File: src/hdl/bkrc_defines.svh
// bkrc_defines.svh: offsets, reset values and timing counts for the buck control slice
// assumes a 200 MHz core clock; included by its bare name
`ifndef BKRC_DEFINES_SVH
`define BKRC_DEFINES_SVH
`define BKRC_NUM_REG        4
`define BKRC_CODE_W         6
`define BKRC_ADDR_W         4
// register index map of the serial byte interface
`define BKRC_OFS_CODE_LO    4'h0
`define BKRC_OFS_CODE_HI    4'h4
`define BKRC_OFS_ENABLE     4'h8
`define BKRC_OFS_UNMASK     4'h9
`define BKRC_OFS_STATUS     4'ha
// factory default codes (0x18 = 1.200 V step)
`define BKRC_CODE_RESET     6'h18
`define BKRC_ENABLE_RESET   4'hf
`define BKRC_UNMASK_RESET   4'h0
// soft-start ramp
`define BKRC_CLK_MHZ        200
`define BKRC_SOFTSTART_US   400
`define BKRC_SOFTSTART_CYC  (`BKRC_SOFTSTART_US * `BKRC_CLK_MHZ)
`endif

File: src/hdl/bkrc_pkg.sv
// bkrc_pkg: types shared by the buck control slice
// assumes bkrc_defines.svh sits on the include path
package bkrc_pkg;
    `include "bkrc_defines.svh"
    typedef logic [`BKRC_CODE_W-1:0] bkrc_code_t;
    typedef logic [`BKRC_ADDR_W-1:0] bkrc_addr_t;
    typedef enum logic [1:0] {BKRC_OFF, BKRC_RAMP, BKRC_ON} bkrc_state_e;
endpackage : bkrc_pkg

File: src/hdl/bkrc_buck_control.sv
// bkrc_buck_control: registers, code selection, soft-start and fault interrupt
// for four step-down regulators; a serial byte front end delivers single
// byte reads and writes as one-cycle strobes on the same clock
`timescale 1ns/1ps

`include "bkrc_defines.svh"

// Notes on behaviour
// regulators 1..3 use low-bank code when select pin low, high-bank when high
// codes are six bits: low three pick range, upper three pick step
// host writes each code independently once running; low bank vs high bank
// after reset codes hold factory defaults until the host writes
// each regulator runs or stops per its host-written enable bit
// power-good reads 0 while output below threshold, else 1
// unmasked regulator losing power-good raises the interrupt
// interrupt stays low until fault gone and status read
// every enable and fault recovery reruns a 400 us soft-start
// shared open-drain interrupt pulled low while any latch pending
// host uses single-byte reads and writes at slave address 1011010
// per-regulator pending latch, cleared by status read with fault gone
module bkrc_buck_control
    import bkrc_pkg::*;
#(
    parameter int unsigned SOFTSTART_CYC = `BKRC_SOFTSTART_CYC
) (
    // clock and reset
    input  wire logic                         clk,
    input  wire logic                         sys_rst,
    // single byte register access from serial front end
    input  wire logic                         reg_wr,
    input  wire logic                         reg_rd,
    input  wire bkrc_pkg::bkrc_addr_t         reg_addr,
    input  wire logic [7:0]                   reg_wdata,
    output logic [7:0]                        reg_rdata,
    // pins and analog comparators (asynchronous)
    input  wire logic [`BKRC_NUM_REG-1:0]     voltage_bank_select_pin,
    input  wire logic [`BKRC_NUM_REG-1:0]     below_threshold,
    input  wire logic [`BKRC_NUM_REG-1:0]     short_fault,
    // to analog regulators
    output logic [`BKRC_NUM_REG*`BKRC_CODE_W-1:0] regulator_voltage_code,
    output logic [`BKRC_NUM_REG-1:0]          regulator_run,
    output logic [`BKRC_NUM_REG-1:0]          soft_start_active,
    // open-drain interrupt
    output logic                              interrupt_out_n,
    output logic                              interrupt_out_oe
);
    import bkrc_pkg::*;

    localparam int N = `BKRC_NUM_REG;

    // host visible registers; both banks reset to the same factory code
    bkrc_code_t               voltage_code_low_bank  [N];
    bkrc_code_t               voltage_code_high_bank [N];
    logic [N-1:0]             enable;
    logic [N-1:0]             fault_interrupt_unmask;

    // one pending latch per regulator, ored onto the shared pin
    logic [N-1:0]             pending;

    // synchroniser stages for the select pins, comparators and short flags
    logic [N-1:0]             sel_s1, sel_s2, sel_s3;
    logic [N-1:0]             low_s1, low_s2, low_s3;
    logic [N-1:0]             flt_s1, flt_s2, flt_s3;

    // filtered levels; a single-cycle glitch never reaches these
    logic [N-1:0]             bank, below, fault;

    // status view and the set condition of the pending latches
    logic [N-1:0]             power_good;
    logic [N-1:0]             fault_seen;

    // soft-start sequencer; counter sized for any ramp length in cycles
    bkrc_state_e              state [N];
    logic [31:0]              ramp_cnt [N];

    // three stage synchronisers; change counts once stages two and three agree
    always_ff @(posedge clk or posedge sys_rst) begin
        if (sys_rst) begin
            {sel_s1, sel_s2, sel_s3} <= '0;
            {low_s1, low_s2, low_s3} <= '0;
            {flt_s1, flt_s2, flt_s3} <= '0;
        end else begin
            {sel_s3, sel_s2, sel_s1} <= {sel_s2, sel_s1, voltage_bank_select_pin};
            {low_s3, low_s2, low_s1} <= {low_s2, low_s1, below_threshold};
            {flt_s3, flt_s2, flt_s1} <= {flt_s2, flt_s1, short_fault};
        end
    end

    // filtered levels, held until the two late stages agree
    always_ff @(posedge clk or posedge sys_rst) begin
        if (sys_rst) begin
            bank  <= '0;
            below <= '0;
            fault <= '0;
        end else begin
            for (int i = 0; i < N; i++) begin
                if (sel_s2[i] == sel_s3[i]) bank[i]  <= sel_s3[i];
                if (low_s2[i] == low_s3[i]) below[i] <= low_s3[i];
                if (flt_s2[i] == flt_s3[i]) fault[i] <= flt_s3[i];
            end
        end
    end

    // address decode shared by the write and read paths
    // the two low index bits pick the regulator inside a bank
    // the two high index bits pick low bank, high bank or control bytes
    wire [N-1:0] wr_lo_hit  = {N{reg_wr}} & (N'(1) << reg_addr[1:0]);
    wire         is_lo      = reg_addr[3:2] == 2'b00;
    wire         is_hi      = reg_addr[3:2] == 2'b01;
    wire         status_rd  = reg_rd && reg_addr == `BKRC_OFS_STATUS;

    // register writes; defaults hold until host writes
    always_ff @(posedge clk or posedge sys_rst) begin
        if (sys_rst) begin
            for (int i = 0; i < N; i++) begin
                voltage_code_low_bank[i]  <= `BKRC_CODE_RESET;
                voltage_code_high_bank[i] <= `BKRC_CODE_RESET;
            end
            enable                 <= `BKRC_ENABLE_RESET;
            fault_interrupt_unmask <= `BKRC_UNMASK_RESET;
        end else if (reg_wr) begin
            for (int i = 0; i < N; i++) begin
                if (wr_lo_hit[i] && is_lo)
                    voltage_code_low_bank[i]  <= reg_wdata[5:0];
                if (wr_lo_hit[i] && is_hi)
                    voltage_code_high_bank[i] <= reg_wdata[5:0];
            end
            if (reg_addr == `BKRC_OFS_ENABLE) enable <= reg_wdata[N-1:0];
            if (reg_addr == `BKRC_OFS_UNMASK) fault_interrupt_unmask <= reg_wdata[N-1:0];
        end
    end

    // power-good is meaningful only once running and settled
    always_comb begin
        for (int i = 0; i < N; i++)
            power_good[i] = !below[i];
    end

    // soft-start sequencer per regulator; a short fault forces a fresh ramp
    always_ff @(posedge clk or posedge sys_rst) begin
        if (sys_rst) begin
            for (int i = 0; i < N; i++) begin
                state[i]    <= BKRC_OFF;
                ramp_cnt[i] <= '0;
            end
        end else begin
            for (int i = 0; i < N; i++) begin
                case (state[i])
                    BKRC_OFF: if (enable[i] && !fault[i]) begin
                        state[i]    <= BKRC_RAMP;
                        ramp_cnt[i] <= '0;
                    end
                    BKRC_RAMP: begin
                        if (!enable[i] || fault[i]) state[i] <= BKRC_OFF;
                        else if (ramp_cnt[i] == SOFTSTART_CYC - 1) state[i] <= BKRC_ON;
                        else ramp_cnt[i] <= ramp_cnt[i] + 32'd1;
                    end
                    BKRC_ON: if (!enable[i] || fault[i]) state[i] <= BKRC_OFF;
                    default: state[i] <= BKRC_OFF;
                endcase
            end
        end
    end

    // fault seen only while settled; off regulators never raise
    always_comb begin
        for (int i = 0; i < N; i++)
            fault_seen[i] = state[i] == BKRC_ON && below[i] && fault_interrupt_unmask[i];
    end

    // pending latches; a new fault wins over a status read clear
    always_ff @(posedge clk or posedge sys_rst) begin
        if (sys_rst) begin
            pending <= '0;
        end else begin
            for (int i = 0; i < N; i++) begin
                if (fault_seen[i])
                    pending[i] <= 1'b1;
                else if (status_rd && (state[i] != BKRC_ON || !below[i]))
                    pending[i] <= 1'b0;
            end
        end
    end

    // code selection; regulator 0 has no pin and always uses the low bank
    // the bank follows the filtered pin, so a change lands a few cycles late
    // the host must write the bank that the pin currently selects
    always_comb begin
        for (int i = 0; i < N; i++) begin
            if (i != 0 && bank[i])
                regulator_voltage_code[i*`BKRC_CODE_W +: `BKRC_CODE_W] =
                    voltage_code_high_bank[i];
            else
                regulator_voltage_code[i*`BKRC_CODE_W +: `BKRC_CODE_W] =
                    voltage_code_low_bank[i];
            regulator_run[i]     = state[i] != BKRC_OFF;
            soft_start_active[i] = state[i] == BKRC_RAMP;
        end
    end

    // read data registered; unmapped reads give zero
    always_ff @(posedge clk or posedge sys_rst) begin
        if (sys_rst) begin
            reg_rdata <= 8'h00;
        end else if (reg_rd) begin
            if (is_lo)      reg_rdata <= {2'b00, voltage_code_low_bank[reg_addr[1:0]]};
            else if (is_hi) reg_rdata <= {2'b00, voltage_code_high_bank[reg_addr[1:0]]};
            else if (reg_addr == `BKRC_OFS_ENABLE) reg_rdata <= {4'h0, enable};
            else if (reg_addr == `BKRC_OFS_UNMASK) reg_rdata <= {4'h0, fault_interrupt_unmask};
            else if (status_rd) reg_rdata <= {pending, power_good};
            else reg_rdata <= 8'h00;
        end
    end

    // open drain: pin driven low only while something pending
    // drive value is fixed low; the external pull-up makes the high level
    // so the enable alone decides whether the pin is pulled down
    assign interrupt_out_n  = 1'b0;
    assign interrupt_out_oe = |pending;

endmodule : bkrc_buck_control

File: config.mk
export PLATFORM = sky130hd
export DESIGN_NAME = bkrc_buck_control
export DESIGN_NICKNAME = d
export VERILOG_FILES = /design/src/hdl/bkrc_pkg.sv /design/src/hdl/bkrc_buck_control.sv
export VERILOG_INCLUDE_DIRS = /design/src /design/src/hdl
export SDC_FILE = /design/constraint.sdc
export NUM_CORES = 1
export LEC_CHECK = 0
export ABC_AREA = 1
export BUFFER_PORTS_ARGS = -buffer_cell sky130_fd_sc_hd__buf_2
export CAP_MARGIN = 20
export CORE_AREA = 2 2 220 222
export CTS_CLUSTER_DIAMETER = 40
export CTS_CLUSTER_SIZE = 30
export DETAILED_ROUTE_END_ITERATION = 10
export DIE_AREA = 0 0 222 224
export PLACE_DENSITY_LB_ADDON = 0.1
export SYNTH_ARGS = -nofsm -noshare
export SYNTH_HDL_FRONTEND = slang
export SYNTH_SLANG_ARGS = --single-unit
File: constraint.sdc
create_clock -name clk -period 26.4 [get_ports clk]
set_clock_uncertainty 0.2 [all_clocks]
set_input_delay 7.92 -clock clk [delete_from_list [all_inputs] [get_ports clk]]
set_output_delay 7.92 -clock clk [all_outputs]
set_load 0.1 [all_outputs]
After elaboration in Yosys (flattened, before gate mapping)
Index checks and enable logic that the tools add are counted.
{ "totals": {"regBits": 251, "output_inout_bits": 42, "elab_cells": 241} }
{ "classes": {"addsub": 4, "n_lt_le_gt_ge": 1, "eq_ne": 51, "shifts": 1, "muxes": 58, "bitwise": 2, "reduce_logical": 81} }
{ "op_table": {"columns": ["op", "n"], "rows": [
  ["$mux 32", 12],
  ["$pmux 32 s2", 4],
  ["$add 32x1->32 const B", 4],
  ["$eq 32x17->1 const B", 4],
  ["$mux 6", 7],
  ["$mux 8", 5],
  ["$ne 2x2->1 const B", 20],
  ["$mux 2", 16],
  ["$logic_and 1x1->1", 25],
  ["$bmux 6 s2", 2],
  ["$pmux 2 s3", 4],
  ["$reduce_bool 2->1", 12],
  ["$reduce_and 2->1", 10],
  ["$reduce_and 4->1", 4],
  ["$eq 4x4->1 const B", 3],
  ["$logic_not 1->1", 12],
  ["$ne 3x1->1 const B", 4],
  ["$reduce_and 3->1", 4],
  ["$eq 1x1->1", 11],
  ["$eq 2x1->1 const B", 5],
  ["$logic_not 2->1", 5],
  ["$eq 2x2->1 const B", 4],
  ["$logic_or 1x1->1", 8],
  ["$mux 1", 8],
  ["other kinds (5)", 5]
]} }

Longest topological paths before layout
{ "depth": {"ltp_word": 7, "depth_mapped": 11, "mapped_depth_nobuf": 10} }

Least setup slack after synthesis
No wires, ideal clock.
{ "synth_path": {"path_kind": "reg-to-output", "start": "register bank[1]", "end": "output port regulator_voltage_code[7]", "arrival_time_ns": 2.720, "required_ns": 18.280, "path_slack_ns": 15.560, "path_stages_with_launch": 3, "path_buffers": 1, "cell_sequence": "dfrtp_1 > clkbuf_1 > o21ai_0"} }
{ "synth_between": {"elab_chain_len": 1} }
{ "synth_lines": {"columns": ["element", "line_no", "rtl"], "rows": [
  ["start: declaration", "bkrc_buck_control.sv:66", "logic [N-1:0] bank, below, fault;"],
  ["start signal: indexed assignment", "bkrc_buck_control.sv:97", "if (sel_s2[i] == sel_s3[i]) bank[i] <= sel_s3[i];"],
  ["$mux 6", "bkrc_buck_control.sv:190", "if (i != 0 && bank[i])"],
  ["end: declaration", "bkrc_buck_control.sv:40", "output logic [`BKRC_NUM_REG*`BKRC_CODE_W-1:0] regulator_voltage_code,"]
]} }
No other way between the ends.

Worst setup path after layout
{ "layout_path": {"start": "register bank[1]", "end": "output port regulator_voltage_code[9]"} }
The elaborated chain is that of the path after synthesis.

==> out/results.ini <==
[status]
run_status = finished clean

[placement]
place_inst = 2651
place.gp.congestion = 0.877
dpl-instance-area_sq_um = 14900
detailedPlacementHpwl_microns = 28900
placement.io_buffers = 65

[cts]
cts_root_buffer = clkbuf_16
clk_buf_depth = 3
cts_tree = built
cts_setup_buffers = 0
cts.hold.buffers_added = 0
h_tree_levels = 2
clock_sink_count = 248
clk_transition_reported_paths_ps = 50
clock_latency_ps = 600
cts-buffers-inserted = 52
post_cts.resized_instances = 0

[cells_and_area]
final_cells = 2748
finish.net_count = 2123
area.growth.synth_to_final_pct = 18.7
finish.instance_area_sq_um = 16700
final_layout_size_suffix_gt1_share_pct = 11.3
layout.filler_cells = 5091
num_antenna_cells = 0

[routing]
routedWlPerCell_microns = 14.7
detail-route-antenna-nets = 0
vias_per_cell = 4.60
detail_route.first_pass.iterations = 5
drt_iter0_drc = 730
vias = 12600
drt-total-wl_microns = 40300
remaining_drc_errors = 0

[yosys]
post_synth_main_area_contributors = dfrtp_1 40%, nand2_1 19%, nor2_1 9.4%
seq_cells_post_synth = 248
synth_seq_area_share_pct = 44.2
synthesis.instances = 2016
portion_of_synthesized_cell_area_occupied_by_the_leading_cell_type_pct = 40.5
synthesis.nets = 2048
synthesis.area_per_instance_sq_um = 6.99
synth.yosys.warnings = 0
synthDistinctLibCells = 37
synth_area_sq_um = 14100
yosys.area.top_type = dfrtp_1

[die]
design.die.area_sq_um = 49700
total_i_o_pin_count = 70
floorplan.die.width_microns = 222
core_area_sq_um = 47300
vert_die_dim_microns = 224
row_count = 80
start_util_pct = 29.8

[sta]
final-hold-violation-count = 0
rsz0062_at_grt = no
final.setup.tns_ps = 0
slew_violations = 0
fin_worst_hold_slack_ps = 134
min_period_ps = 10130
highest_clock_rate_ghz = 0.0987
worst_slew_pin_slew_ps = 919
report.final.setup_viol = 0
period_share_pct = 38.4
relSlewSlack_pct = 38.7

[worst_setup_path]
critPathLaunchType = register
critical_path.endpoint_type = output pin
critical-path-top-delay-family = flip-flops
number_of_buffer_and_inverter_stages_on_the_critical_path = 1
arrival_ps = 2010
slowest_delay_ps = 620
crit_fanout = 13
critical_path.cell_chain = nor2_1 > a21oi_1 > buf_2
critical_path_required_time_ps = 18280
critical-path-slowest-cell = dfrtp_1
timing.setup.critical_path_class = register to output pin

[pwr]
power.density_nw_per_um2 = 77.4
sw_share_pct = 31.6
switching_power_uw = 409
pwr-share-seq_pct = 33.8
intPower_uw = 886
worst_ir_drop_vdd_mv = 0.0528
clock_power_share_pct = 51.5
power.leakage_uw = 0.00702
p_comb_share_pct = 14.7

[global_routing]
globalRouteOverflowTotal = 0
maximum_number_of_pins_on_one_net_before_global_route_repair = 104
number_of_antenna_violations_at_the_first_check_in_global_routing = 0
first_global_vias = 12100
groute.usage.overall_pct = 16.5
grt_pass1_wl_microns = 66200

[worst_hold_path]
min-delay-path-class = register to register

[run]
maxCapViolCount = 0

## registers in the layout, indices dropped and copies added (netlist names), 4 cells and up
| register | cells |
|---|---|
| voltage_code_high_bank | 24 |
| fault | 4 |
| below | 4 |
| flt_s1 | 4 |
| low_s3 | 4 |
| voltage_code_low_bank | 18 |
| flt_s2 | 4 |
| low_s1 | 4 |
| ramp_cnt | 128 |
| reg_rdata | 8 |
| flt_s3 | 4 |
| pending | 4 |
| low_s2 | 4 |
| regulator_voltage_code | 6 |
| fault_interrupt_unmask | 4 |
| state | 8 |
| enable | 4 |
## cell type report
cell class	instances	area, sq um	share of cell area, %
well taps	615	769	4.60
inverters	176	668	3.99
flip-flops and latches	248	6230	37.2
multi-input cells	1537	6840	40.9
clock inverters	29	338	2.02
clock buffers	67	1460	8.72
repair buffers	76	428	2.56
## power groups by stage
| stage | clock, uW | combinational (uW) | sequential [uW] |
|---|---|---|---|
| 2_1_floorplan | 0 | 156 | 443 |
| 3_3_place_gp | 0 | 193 | 443 |
| 3_5_place_dp | 0 | 193 | 443 |
| 4_1_cts | 687 | 193 | 438 |
| 5_1_grt | 702 | 207 | 441 |
| 6_report | 668 | 190 | 437 |
## stage by stage
| stage | worst slack, ps | util (%) | total power [uW] |
|---|---|---|---|
| floorplan | 11500 | - | 600 |
| global placement | 16400 | 31.5 | 635 |
| detailed placement | 16410 | 31.5 | 636 |
| CTS | 16200 | 35.3 | 1320 |
| global route | 16200 | 35.3 | 1350 |
| finish | 16270 | 35.3 | 1300 |
## synthesized netlist by cell type
cell and number:
nand3_1 161, inv_2 4, nor2_4 3, o21ai_1 12
o22ai_1 2, xor2_1 19, a21oi_1 25, clkbuf_2 1
inv_1 170, buf_2 8, maj3_1 11, o21ai_2 20
nand2_1 697, ha_1 4, dfrtp_1 228, mux2_2 5
nor2_2 5, buf_6 11, conb_1 1, buf_4 15
nand4_1 21, nand3_4 1, clkinv_1 2, a22oi_1 3
nand3_2 1, o21ai_0 131, dfstp_2 20, or2_2 11
nor3_1 17, nand2_2 4, nand3b_1 2, o21a_1 2
clkbuf_1 19, o211ai_1 4, xnor2_1 21, nor2_1 354
buf_12 1
## cell usage in the layout, fill, tap and decap left out, types with 5 or more instances in the layout
cell	instances
nor2_1	353
a21oi_1	25
bufinv_16	5
o21ai_0	131
clkinv_2	9
nor3_1	17
buf_2	65
xnor2_1	21
o21ai_2	20
o21ai_1	12
dfrtp_1	228
clkbuf_8	8
xor2_1	19
clkbuf_16	53
buf_4	10
or2_2	11
maj3_1	11
nand4_1	21
clkbuf_1	6
nand3_1	161
nor2_2	6
mux2_2	5
nand2_1	697
inv_1	169
clkinvlp_4	9
dfstp_2	20
## kinds of logic (layout without fill, tap and decap cells)
| logic type | after synthesis | in the layout | share of synthesized area [%] |
|---|---|---|---|
| AO/OA/AOI/OAI | 199 | 199 | 7.77 |
| flip-flops | 248 | 248 | 44.2 |
| multiplexers | 5 | 5 | 0.399 |
| AND/OR/NAND/NOR | 1277 | 1277 | 36.7 |
| adder cells (fa/ha/maj) | 15 | 15 | 1.14 |
| other | 1 | 1 | 0.0266 |
| XOR/XNOR | 40 | 40 | 2.48 |
| buffers and inverters | 231 | 348 | 7.33 |
## metal layers
metal / vias to the layer above / part of all wire, % / global-route usage (%)
li1: 6532 / - / -
met1: 5801 / 50 / 23.6
met2: 222 / 44 / 25.3
met3: 74 / 4.2 / 2.49
met4: 0 / 2.7 / 6.04
met5: - / 0 / 0
## final timing paths
check | slack, ps | startpoint | cells past startpoint | to
worst max-delay path | 16270 | bank[1] | 3 | regulator_voltage_code[9]
worst max register to register | 23750 | ramp_cnt[32] | 9 | ramp_cnt[42]
min in group asynchronous | 7250 | sys_rst | 2 | ramp_cnt[118]
worst min register to register | 130 | low_s1[3] | 0 | low_s2[3]
max in group asynchronous | 17350 | sys_rst | 3 | ramp_cnt[58]
worst min-delay path | 130 | low_s1[3] | 0 | low_s2[3]
No activity file was read; power rests on OpenSTA's default activity.
